<file path="src/hw/rvle_regs.vh">
// register map, field layout and reset values of the vertical coefficient and luma enhancer block
// Operation
// - odd tap coefficient, S10Q8, bits 25-16
// - even tap coefficient, S10Q8, bits 9-0
// - filter select bits 17-16: off, 3-tap, 5-tap
// - gain = (|hpf| - core) * slope, clamped
// - luma plus (hpf*gain+8)>>4, clamped 0..255
`ifndef RVLE_REGS_VH
`define RVLE_REGS_VH

// byte offsets on the register bus
`define RVLE_ADDR_W        12
`define RVLE_VCOEF_OFF     12'h000
`define RVLE_ENH_OFF       12'h004
`define RVLE_STAT_OFF      12'h008

// writable bits of each register, reserved bits masked out
`define RVLE_VCOEF_MASK    32'h03ff03ff
`define RVLE_ENH_MASK      32'h0003ffff

// reset values
`define RVLE_VCOEF_RST     32'h00000000
`define RVLE_ENH_RST       32'h00000000

// field positions
`define RVLE_ODD_MSB       25
`define RVLE_ODD_LSB       16
`define RVLE_EVEN_MSB      9
`define RVLE_EVEN_LSB      0
`define RVLE_SEL_MSB       17
`define RVLE_SEL_LSB       16
`define RVLE_GAIN_MSB      15
`define RVLE_GAIN_LSB      12
`define RVLE_SLOPE_MSB     11
`define RVLE_SLOPE_LSB     8
`define RVLE_CORE_MSB      7
`define RVLE_CORE_LSB      0

// filter select codes
`define RVLE_SEL_OFF       2'h0
`define RVLE_SEL_HP3       2'h1
`define RVLE_SEL_HP5       2'h2

// rounding of the enhancement term
`define RVLE_RND           16'sh0008
`define RVLE_RSH           4

// bus responses
`define RVLE_RESP_OKAY     2'h0
`define RVLE_RESP_SLVERR   2'h2

`endif

</file>
<file path="src/hw/rvle_hpf.v">
// five-sample luma window and the selectable high-pass filter
`timescale 1ns/10ps
`default_nettype none
`include "rvle_regs.vh"

module rvle_hpf (
    // clock and reset
    input  wire              i_clk,
    input  wire              i_rst,
    input  wire              i_ce,
    // luma stream in
    input  wire              i_valid,
    input  wire        [7:0] i_y,
    input  wire        [1:0] i_sel,
    // centre sample and its filter response
    output reg               o_valid,
    output reg         [7:0] o_y,
    output reg  signed [9:0] o_hpf
);
    reg  [7:0] win_r [0:4];
    integer    k;

    wire signed [11:0] x0 = {4'h0, win_r[0]};
    wire signed [11:0] x1 = {4'h0, win_r[1]};
    wire signed [11:0] x2 = {4'h0, win_r[2]};
    wire signed [11:0] x3 = {4'h0, win_r[3]};
    wire signed [11:0] x4 = {4'h0, win_r[4]};

    // [-1 2 -1]/2 and [-1 -2 6 -2 -1]/4, division by arithmetic shift
    wire signed [11:0] sum3 = (x2 <<< 1) - x1 - x3;
    wire signed [11:0] sum5 = (x2 <<< 2) + (x2 <<< 1) - (x1 <<< 1) - (x3 <<< 1) - x0 - x4;
    wire signed [11:0] h3   = sum3 >>> 1;
    wire signed [11:0] h5   = sum5 >>> 2;

    // window shifts on each accepted sample; response registered behind it
    always @(posedge i_clk or posedge i_rst) begin
        if (i_rst) begin
            for (k = 0; k < 5; k = k + 1)
                win_r[k] <= 8'h00;
            o_valid <= 1'b0;
            o_y     <= 8'h00;
            o_hpf   <= 10'sh000;
        end else if (i_ce) begin
            if (i_valid) begin
                for (k = 4; k > 0; k = k - 1)
                    win_r[k] <= win_r[k-1];
                win_r[0] <= i_y;
            end
            o_valid <= i_valid;
            o_y     <= win_r[2];
            case (i_sel)
                `RVLE_SEL_HP3: o_hpf <= h3[9:0];
                `RVLE_SEL_HP5: o_hpf <= h5[9:0];
                default:       o_hpf <= 10'sh000; // off and reserved code pass luma
            endcase
        end
    end
endmodule // rvle_hpf

`default_nettype wire

</file>
<file path="src/hw/rvle_enh.v">
// coring, slope and gain clamp, then saturating add-back of the high-pass term
`timescale 1ns/10ps
`default_nettype none
`include "rvle_regs.vh"

module rvle_enh (
    // sample and filter response
    input  wire        [7:0] i_y,
    input  wire signed [9:0] i_hpf,
    // enhancer settings
    input  wire        [3:0] i_gain,
    input  wire        [3:0] i_slope,
    input  wire        [7:0] i_core,
    // result
    output reg         [7:0] o_y,
    output reg         [3:0] o_gain
);
    wire        [9:0]  mag   = i_hpf[9] ? (~i_hpf + 10'h001) : i_hpf;
    wire signed [10:0] cored = $signed({1'b0, mag}) - $signed({3'h0, i_core});
    wire signed [15:0] prod  = cored * $signed({1'b0, i_slope});
    wire signed [15:0] lift  = i_hpf * $signed({1'b0, o_gain});
    wire signed [15:0] adj   = (lift + `RVLE_RND) >>> `RVLE_RSH;
    wire signed [15:0] sum   = adj + $signed({8'h00, i_y});

    // gain held between zero and the programmed maximum
    always @* begin
        if (prod < 16'sh0000)
            o_gain = 4'h0;
        else if (prod > $signed({12'h000, i_gain}))
            o_gain = i_gain;
        else
            o_gain = prod[3:0];
    end

    // enhanced luma saturated to eight bits
    always @* begin
        if (sum < 16'sh0000)
            o_y = 8'h00;
        else if (sum > 16'sh00ff)
            o_y = 8'hff;
        else
            o_y = sum[7:0];
    end
endmodule // rvle_enh

`default_nettype wire

</file>
<file path="src/hw/rvle_top.v">
// vertical coefficient pair, luma enhancer pipeline and their AXI4-Lite register slave
`timescale 1ns/10ps
`default_nettype none
`include "rvle_regs.vh"

module rvle_top (
    // clock, reset and enable
    input  wire                      i_clk,
    input  wire                      i_rst,
    input  wire                      i_ce,
    // AXI4-Lite write address
    input  wire [`RVLE_ADDR_W-1:0]   i_s_axi_awaddr,
    input  wire                      i_s_axi_awvalid,
    output wire                      o_s_axi_awready,
    // AXI4-Lite write data
    input  wire [31:0]               i_s_axi_wdata,
    input  wire [3:0]                i_s_axi_wstrb,
    input  wire                      i_s_axi_wvalid,
    output wire                      o_s_axi_wready,
    // AXI4-Lite write response
    output wire [1:0]                o_s_axi_bresp,
    output wire                      o_s_axi_bvalid,
    input  wire                      i_s_axi_bready,
    // AXI4-Lite read address
    input  wire [`RVLE_ADDR_W-1:0]   i_s_axi_araddr,
    input  wire                      i_s_axi_arvalid,
    output wire                      o_s_axi_arready,
    // AXI4-Lite read data
    output wire [31:0]               o_s_axi_rdata,
    output wire [1:0]                o_s_axi_rresp,
    output wire                      o_s_axi_rvalid,
    input  wire                      i_s_axi_rready,
    // luma stream in
    input  wire                      i_pix_valid,
    input  wire [7:0]                i_pix_y,
    // enhanced luma out
    output wire                      o_pix_valid,
    output wire [7:0]                o_pix_y,
    // coefficients to the vertical filter
    output wire [9:0]                o_odd_tap_coef,
    output wire [9:0]                o_even_tap_coef
);
    // register selected by an address
    localparam [1:0] SEL_VCOEF = 2'h0;
    localparam [1:0] SEL_ENH   = 2'h1;
    localparam [1:0] SEL_STAT  = 2'h2;
    localparam [1:0] SEL_NONE  = 2'h3;

    // bus state
    reg                    aw_have_r;
    reg [`RVLE_ADDR_W-1:0] aw_addr_r;
    reg                    w_have_r;
    reg [31:0]             w_data_r;
    reg [3:0]              w_strb_r;
    reg                    awready_r;
    reg                    wready_r;
    reg                    bvalid_r;
    reg [1:0]              bresp_r;
    reg                    arready_r;
    reg                    rvalid_r;
    reg [31:0]             rdata_r;
    reg [1:0]              rresp_r;

    // registers
    reg [31:0]             vcoef_r;
    reg [31:0]             enh_r;

    // pixel output stage
    reg                    pix_valid_r;
    reg [7:0]              pix_y_r;
    reg [3:0]              last_gain_r;
    reg [15:0]             pix_cnt_r;

    // next values
    reg                    aw_have_nxt;
    reg [`RVLE_ADDR_W-1:0] aw_addr_nxt;
    reg                    w_have_nxt;
    reg [31:0]             w_data_nxt;
    reg [3:0]              w_strb_nxt;
    reg                    bvalid_nxt;
    reg [1:0]              bresp_nxt;
    reg                    rvalid_nxt;
    reg [31:0]             rdata_nxt;
    reg [1:0]              rresp_nxt;
    reg [31:0]             vcoef_nxt;
    reg [31:0]             enh_nxt;
    reg                    do_wr;
    reg                    take_ar;
    reg [1:0]              wsel;

    // datapath wires
    wire                   hp_valid;
    wire [7:0]             hp_y;
    wire signed [9:0]      hp_val;
    wire [7:0]             enh_y;
    wire [3:0]             enh_gain;
    wire [31:0]            stat_word;

    // items that move on the write channels at this edge
    wire                   aw_take = i_s_axi_awvalid && awready_r;
    wire                   w_take  = i_s_axi_wvalid && wready_r;

    // map a byte address onto one of the registers
    // low address bits are ignored; a word outside the map selects none
    function [1:0] reg_sel;
        input [`RVLE_ADDR_W-1:0] addr;
        reg   [`RVLE_ADDR_W-1:0] word;
        begin
            word = {addr[`RVLE_ADDR_W-1:2], 2'h0};
            if (word == `RVLE_VCOEF_OFF)
                reg_sel = SEL_VCOEF;
            else if (word == `RVLE_ENH_OFF)
                reg_sel = SEL_ENH;
            else if (word == `RVLE_STAT_OFF)
                reg_sel = SEL_STAT;
            else
                reg_sel = SEL_NONE;
        end
    endfunction

    // byte-lane merge of a write; reserved bits stay zero
    function [31:0] wmerge;
        input [31:0] old;
        input [31:0] din;
        input [3:0]  strb;
        input [31:0] mask;
        integer      b;
        reg   [31:0] tmp;
        begin
            tmp = old;
            for (b = 0; b < 4; b = b + 1)
                if (strb[b])
                    tmp[b*8 +: 8] = din[b*8 +: 8];
            wmerge = tmp & mask;
        end
    endfunction

    // status word: pixel count, last gain, last enhanced luma
    // the count wraps at 16 bits; gain and luma belong to the newest output
    assign stat_word = {pix_cnt_r, 4'h0, last_gain_r, pix_y_r};

    // write path: address and data caught in either order, answered once both are held;
    // a pending response blocks the next commit, so an unread bresp is never overwritten
    always @* begin
        aw_have_nxt = aw_have_r;
        aw_addr_nxt = aw_addr_r;
        w_have_nxt  = w_have_r;
        w_data_nxt  = w_data_r;
        w_strb_nxt  = w_strb_r;
        if (aw_take) begin
            aw_have_nxt = 1'b1;
            aw_addr_nxt = i_s_axi_awaddr;
        end
        if (w_take) begin
            w_have_nxt = 1'b1;
            w_data_nxt = i_s_axi_wdata;
            w_strb_nxt = i_s_axi_wstrb;
        end
        do_wr     = aw_have_nxt && w_have_nxt && !bvalid_r;
        wsel      = reg_sel(aw_addr_nxt);
        vcoef_nxt = vcoef_r;
        enh_nxt   = enh_r;
        bresp_nxt = bresp_r;
        if (do_wr) begin
            aw_have_nxt = 1'b0;
            w_have_nxt  = 1'b0;
            bresp_nxt   = `RVLE_RESP_OKAY;
            case (wsel)
                SEL_VCOEF: vcoef_nxt = wmerge(vcoef_r, w_data_nxt, w_strb_nxt, `RVLE_VCOEF_MASK);
                SEL_ENH:   enh_nxt   = wmerge(enh_r, w_data_nxt, w_strb_nxt, `RVLE_ENH_MASK);
                SEL_STAT:  bresp_nxt = `RVLE_RESP_OKAY;   // read-only, write dropped
                default:   bresp_nxt = `RVLE_RESP_SLVERR; // unmapped
            endcase
        end
        bvalid_nxt = do_wr || (bvalid_r && !i_s_axi_bready);
    end

    // read path: one read at a time, data held until taken
    // the word is copied at the taking edge, so a later write does not alter it
    always @* begin
        take_ar   = i_s_axi_arvalid && arready_r;
        rdata_nxt = rdata_r;
        rresp_nxt = rresp_r;
        if (take_ar) begin
            rresp_nxt = `RVLE_RESP_OKAY;
            case (reg_sel(i_s_axi_araddr))
                SEL_VCOEF: rdata_nxt = vcoef_r & `RVLE_VCOEF_MASK;
                SEL_ENH:   rdata_nxt = enh_r & `RVLE_ENH_MASK;
                SEL_STAT:  rdata_nxt = stat_word;
                default: begin
                    rdata_nxt = 32'h00000000;
                    rresp_nxt = `RVLE_RESP_SLVERR;
                end
            endcase
        end
        rvalid_nxt = take_ar || (rvalid_r && !i_s_axi_rready);
    end

    // bus and register flip-flops
    // awready or wready is low while its channel holds an item; arready is low while the read answer waits
    always @(posedge i_clk or posedge i_rst) begin
        if (i_rst) begin
            aw_have_r <= 1'b0;
            aw_addr_r <= {`RVLE_ADDR_W{1'b0}};
            w_have_r  <= 1'b0;
            w_data_r  <= 32'h00000000;
            w_strb_r  <= 4'h0;
            awready_r <= 1'b0;
            wready_r  <= 1'b0;
            bvalid_r  <= 1'b0;
            bresp_r   <= `RVLE_RESP_OKAY;
            arready_r <= 1'b0;
            rvalid_r  <= 1'b0;
            rdata_r   <= 32'h00000000;
            rresp_r   <= `RVLE_RESP_OKAY;
            vcoef_r   <= `RVLE_VCOEF_RST;
            enh_r     <= `RVLE_ENH_RST;
        end else if (i_ce) begin
            aw_have_r <= aw_have_nxt;
            aw_addr_r <= aw_addr_nxt;
            w_have_r  <= w_have_nxt;
            w_data_r  <= w_data_nxt;
            w_strb_r  <= w_strb_nxt;
            awready_r <= !aw_have_nxt;
            wready_r  <= !w_have_nxt;
            bvalid_r  <= bvalid_nxt;
            bresp_r   <= bresp_nxt;
            arready_r <= !rvalid_nxt;
            rvalid_r  <= rvalid_nxt;
            rdata_r   <= rdata_nxt;
            rresp_r   <= rresp_nxt;
            vcoef_r   <= vcoef_nxt;
            enh_r     <= enh_nxt;
        end
    end

    // window and high-pass filter
    // filter select acts at the window shift, one edge ahead of the gain settings
    rvle_hpf u_hpf (
        .i_clk   (i_clk),
        .i_rst   (i_rst),
        .i_ce    (i_ce),
        .i_valid (i_pix_valid),
        .i_y     (i_pix_y),
        .i_sel   (enh_r[`RVLE_SEL_MSB:`RVLE_SEL_LSB]),
        .o_valid (hp_valid),
        .o_y     (hp_y),
        .o_hpf   (hp_val)
    );

    // coring, gain and add-back
    // settings come straight from the register, so a change acts on the next sample
    rvle_enh u_enh (
        .i_y     (hp_y),
        .i_hpf   (hp_val),
        .i_gain  (enh_r[`RVLE_GAIN_MSB:`RVLE_GAIN_LSB]),
        .i_slope (enh_r[`RVLE_SLOPE_MSB:`RVLE_SLOPE_LSB]),
        .i_core  (enh_r[`RVLE_CORE_MSB:`RVLE_CORE_LSB]),
        .o_y     (enh_y),
        .o_gain  (enh_gain)
    );

    // output stage: registered luma, last gain and pixel count for status
    // status fields follow only real output samples
    always @(posedge i_clk or posedge i_rst) begin
        if (i_rst) begin
            pix_valid_r <= 1'b0;
            pix_y_r     <= 8'h00;
            last_gain_r <= 4'h0;
            pix_cnt_r   <= 16'h0000;
        end else if (i_ce) begin
            pix_valid_r <= hp_valid;
            if (hp_valid) begin
                pix_y_r     <= enh_y;
                last_gain_r <= enh_gain;
                pix_cnt_r   <= pix_cnt_r + 16'h0001; // wraps
            end
        end
    end

    // write channel ports, straight from flip-flops
    assign o_s_axi_awready = awready_r;
    assign o_s_axi_wready  = wready_r;
    assign o_s_axi_bresp   = bresp_r;
    assign o_s_axi_bvalid  = bvalid_r;

    // read channel ports
    assign o_s_axi_arready = arready_r;
    assign o_s_axi_rdata   = rdata_r;
    assign o_s_axi_rresp   = rresp_r;
    assign o_s_axi_rvalid  = rvalid_r;

    // pixel stream ports
    assign o_pix_valid     = pix_valid_r;
    assign o_pix_y         = pix_y_r;

    // coefficient fields fed to the vertical filter as stored
    assign o_odd_tap_coef  = vcoef_r[`RVLE_ODD_MSB:`RVLE_ODD_LSB];
    assign o_even_tap_coef = vcoef_r[`RVLE_EVEN_MSB:`RVLE_EVEN_LSB];

endmodule // rvle_top

`default_nettype wire

</file>
<file path="config.mk">
export PLATFORM = sky130hd
export DESIGN_NAME = rvle_top
export DESIGN_NICKNAME = d
export VERILOG_FILES = /design/src/hw/rvle_hpf.v /design/src/hw/rvle_enh.v /design/src/hw/rvle_top.v
export VERILOG_INCLUDE_DIRS = /design/src /design/src/hw
export SDC_FILE = /design/constraint.sdc
export NUM_CORES = 1
export LEC_CHECK = 0
export BUFFER_PORTS_ARGS = -buffer_cell sky130_fd_sc_hd__buf_2
export CAP_MARGIN = 40
export CORE_MARGIN = 2
export CORE_UTILIZATION = 45
export CTS_BUF_LIST = sky130_fd_sc_hd__clkbuf_4 sky130_fd_sc_hd__clkbuf_8
export CTS_CLUSTER_SIZE = 14
export DETAILED_ROUTE_END_ITERATION = 16
export PLACE_DENSITY = 0.72
export SYNTH_ARGS = -nofsm -noshare
export SYNTH_HDL_FRONTEND = slang
export SYNTH_HIERARCHICAL = 1
export SYNTH_SLANG_ARGS = --single-unit
</file>
<file path="constraint.sdc">
create_clock -name i_clk -period 11.5 [get_ports i_clk]
set_input_delay 1.15 -clock i_clk [delete_from_list [all_inputs] [get_ports i_clk]]
set_output_delay 1.15 -clock i_clk [all_outputs]
set_load 0.05 [all_outputs]
</file>
==> impl_metrics.prom <==
# TYPE chip_impl_metric gauge
chip_impl_metric{name="clk_pin_slew_worst_paths",unit="ps"} 60
chip_impl_metric{name="post-place-ws",unit="ps"} -69.58
chip_impl_info{name="ys_dominant_reg_cell",value="dfrtp_1"} 1
chip_impl_metric{name="grt_max_degree",unit=""} 70
chip_impl_metric{name="fin_nets",unit=""} 2111
chip_impl_metric{name="max_slew_margin",unit="%"} 36.59
chip_impl_metric{name="portBuffers",unit=""} 134
chip_impl_metric{name="area.sequential",unit="sq mm"} 0.005181
chip_impl_metric{name="r2r_slack",unit="ps"} 150
chip_impl_metric{name="numClockSinks",unit=""} 207
chip_impl_info{name="outcome",value="finished clean"} 1
chip_impl_metric{name="fp.coreArea",unit="sq mm"} 0.03446
chip_impl_metric{name="dieArea",unit="sq mm"} 0.03644
chip_impl_info{name="hold_path.class",value="register to register"} 1
chip_impl_metric{name="post-route-drc-count",unit=""} 0
chip_impl_metric{name="gp_routability_congestion",unit=""} 0.9093
chip_impl_metric{name="synth_largest_type_area_fraction",unit="%"} 32.95
chip_impl_metric{name="finalWirelength",unit="mm"} 39.43
chip_impl_metric{name="syn2layout_area_growth",unit="%"} 18.87
chip_impl_metric{name="io_pins",unit=""} 147
chip_impl_metric{name="max-clock-path-buffers",unit=""} 3
chip_impl_metric{name="layout_min_cycle_time",unit="ps"} 11350
chip_impl_metric{name="crit_path_largest_cell_delay",unit="ps"} 510
chip_impl_info{name="netlist.top_cell.by_area",value="dfrtp_1"} 1
chip_impl_metric{name="layout.cell_area.non_filler",unit="sq mm"} 0.01869
chip_impl_metric{name="worst_ep_arrival_time",unit="ps"} 11760
chip_impl_metric{name="drv_slew",unit=""} 0
chip_impl_metric{name="nFillCells",unit=""} 3008
chip_impl_metric{name="drt_first_pass_iters",unit=""} 5
chip_impl_metric{name="post_route_cells_drive_above_1_share",unit="%"} 26.59
chip_impl_metric{name="multi_input_area",unit="sq mm"} 0.009975
chip_impl_metric{name="die_y",unit="microns"} 190.9
chip_impl_metric{name="via_count",unit=""} 12460
chip_impl_metric{name="dr.first_iter.drc_count",unit=""} 859
chip_impl_metric{name="number_of_antenna_violations_at_the_first_check_in_global_routing",unit=""} 1
chip_impl_metric{name="globalRouteOverflowTotal",unit=""} 0
chip_impl_metric{name="synth_enable_flop_cells",unit=""} 0
chip_impl_metric{name="critPathMaxFanout",unit=""} 7
chip_impl_metric{name="start_util",unit="%"} 45.62
chip_impl_metric{name="worst_hold_slack",unit="ps"} 475.2
chip_impl_metric{name="power-per-cell-area",unit="mW/mm^2"} 176.1
chip_impl_metric{name="post-route-period-util",unit="%"} 98.67
chip_impl_metric{name="routedWlPerCell",unit="microns"} 17.04
chip_impl_metric{name="synth.distinct_cells",unit=""} 94
chip_impl_metric{name="grtUsageTotal",unit="%"} 21.12
chip_impl_metric{name="insertion_delay",unit="ps"} 560
chip_impl_metric{name="ir_drop",unit="mV"} 0.2303
chip_impl_info{name="cts_tree",value="built"} 1
chip_impl_metric{name="finalHoldViolations",unit=""} 0
chip_impl_metric{name="cts_htree_levels",unit=""} 2
chip_impl_metric{name="timing_worst_slew_pin_value",unit="ps"} 924.7
chip_impl_metric{name="post_synth_instance_area",unit="sq mm"} 0.01572
chip_impl_info{name="cp_common_cell",value="fa_1"} 1
chip_impl_metric{name="post_drt_antenna_nets",unit=""} 0
chip_impl_metric{name="synth.ff_latch_count",unit=""} 207
chip_impl_metric{name="fmax",unit="MHz"} 88.13
chip_impl_metric{name="route.detailed.vias_per_inst",unit=""} 5.384
chip_impl_info{name="timing.critical_path.slowest_stage_cell",value="fa_1"} 1
chip_impl_metric{name="row_count",unit=""} 68
chip_impl_metric{name="via_count_of_the_first_global_routing_pass",unit=""} 12380
chip_impl_metric{name="synth.yosys.seq_area_share",unit="%"} 32.95
chip_impl_info{name="crit_type",value="register to register"} 1
chip_impl_metric{name="hold_buffers",unit=""} 0
chip_impl_metric{name="power.leakage",unit="nW"} 9.109
chip_impl_metric{name="synth_area_per_cell",unit="sq um"} 9.608
chip_impl_metric{name="maxCapViolations",unit=""} 0
chip_impl_metric{name="post_synth_inst_count",unit=""} 1636
chip_impl_metric{name="cts_buffers",unit=""} 37
chip_impl_metric{name="timing.final.ws_setup",unit="ps"} 153.3
chip_impl_metric{name="clock_skew",unit="ps"} 35.21
chip_impl_metric{name="dpl_cell_area",unit="sq mm"} 0.01728
chip_impl_metric{name="dp_hpwl",unit="mm"} 29.77
chip_impl_metric{name="synthArstFlopShare",unit="%"} 100.0
chip_impl_metric{name="dieWidth",unit="microns"} 190.9
chip_impl_info{name="clockRootBuffer",value="clkbuf_8"} 1
chip_impl_metric{name="yosys_warnings",unit=""} 6
chip_impl_info{name="endpoint_kind",value="register"} 1
chip_impl_info{name="synth_top_cells_by_area",value="dfrtp_1 33%, fa_1 9.9%, ha_1 9.6%"} 1
chip_impl_metric{name="grt_first_pass_wirelength",unit="mm"} 61.93
chip_impl_metric{name="endpoint_required_time_on_the_critical_path",unit="ps"} 11910
chip_impl_info{name="timing.critical_path.from_type",value="register"} 1
chip_impl_metric{name="setup_viol",unit=""} 0
## final timing paths
| kind | endpoint | depth (start not counted) | start |
|---|---|---|---|
| min | o_pix_valid | 1 | o_pix_valid |
| max reg2reg | o_pix_y[6] | 52 | u_hpf/o_hpf[0] |
| min in group asynchronous | w_data_r[5] | 2 | i_rst |
| max | o_pix_y[6] | 52 | u_hpf/o_hpf[0] |
| min reg2reg | o_pix_valid | 1 | o_pix_valid |
| max in group asynchronous | o_s_axi_rdata[7] | 4 | i_rst |
## critical path, delay by kind of cell, from the launching register on
kind | cells | cell delay, ps
adder cells (fa/ha/maj) | 10 | 3580
XOR/XNOR | 4 | 580
AO/OA/AOI/OAI | 16 | 3000
flip-flops | 1 | 390
buffers and inverters | 7 | 780
AND/OR/NAND/NOR | 14 | 2580
multiplexers | 1 | 260
## cells in the mapped netlist, types with 19 or more instances
cell type and n:
a21oi_1 69, a22o_1 36, and2_1 32, clkbuf_1 40, dfrtp_1 207, fa_1 78, ha_1 120, inv_1 223
mux2_2 89, mux2i_1 34, nand2_1 113, nand3_1 20, nor2_1 117, nor2b_1 23, nor3_1 46, o21ai_0 80
xnor2_1 49, xor2_1 19
## per-stage QoR
stage	cells	utilization (%)	TNS (ps)	power, W
2_1_floorplan	1637	-	0	0.002203
3_3_place_gp	2229	49.95	0	0.002502
3_5_place_dp	2233	50.14	-366.3	0.002565
4_1_cts	2296	52.59	0	0.003302
5_1_grt	2314	54.23	-1386	0.003552
6_report	2314	54.23	0	0.003291
## timing repair
item	in CTS	in global routing
resized for setup	18	98
setup endpoints to repair	8	8
setup buffers	2	18
pin swaps	6	64
hold endpoints to repair	0	0
cloned	0	0
## routing by layer
metal	part of all wire (%)	up-vias	wire length (microns)	global-route usage (%)
li1	-	5978	-	-
met1	44	6079	17240	27.84
met2	48	319	19000	34.88
met3	4.3	82	1678	2.901
met4	3.8	0	1508	8.915
met5	0	-	0	0
## state kept, by name, summed over array words and instances (netlist names), 8 cells and up
name,cells
pix_cnt_r,16
enh_r,18
aw_addr_r,10
vcoef_r,20
o_s_axi_rdata,32
u_hpf/o_y,8
w_data_r,26
u_hpf/o_hpf,10
o_pix_y,8
u_hpf/win_r,40
## logic make-up after synthesis
| logic type | synth area share [%] |
|---|---|
| buffers and inverters | 6.806 |
| flip-flops | 32.95 |
| AND/OR/NAND/NOR | 13.96 |
| AO/OA/AOI/OAI | 14.17 |
| other | 0.02386 |
| multiplexers | 8.708 |
| adder cells (fa/ha/maj) | 19.49 |
| XOR/XNOR | 3.892 |
## power by group
group / switching (W) / leakage (nW) / internal [W] / total [W]
clock: 0.000309 / 0.404 / 0.000405 / 0.000714
combinational: 0.000919 / 6.08 / 0.000699 / 0.00162
sequential: 0.000112 / 2.63 / 0.000847 / 0.000959
## layout make-up
class	count	area share, %
Tap cell	455	3.047
Antenna cell	1	0.01339
Clock buffer	53	3.669
Clock inverter	8	0.4219
Sequential cell	207	27.73
Timing Repair Buffer	214	7.232
Multi-Input combinational cell	1153	53.38
Inverter	223	4.507
## cell usage in the layout (no fill, tap or decap), types with 20 or more instances in the layout
cell type | synthesis | final
a21oi_1 | 69 | 61
a22o_1 | 36 | 36
and2_1 | 32 | 26
buf_2 | 6 | 134
buf_4 | 4 | 70
clkbuf_8 | 0 | 46
dfrtp_1 | 207 | 206
fa_1 | 78 | 76
ha_1 | 120 | 109
inv_1 | 223 | 214
mux2_2 | 89 | 88
mux2i_1 | 34 | 33
nand2_1 | 113 | 110
nand3_1 | 20 | 20
nor2_1 | 117 | 114
nor2b_1 | 23 | 21
nor3_1 | 46 | 41
o21ai_0 | 80 | 67
xnor2_1 | 49 | 46
Note: power is estimated with default switching activity, not from simulation.
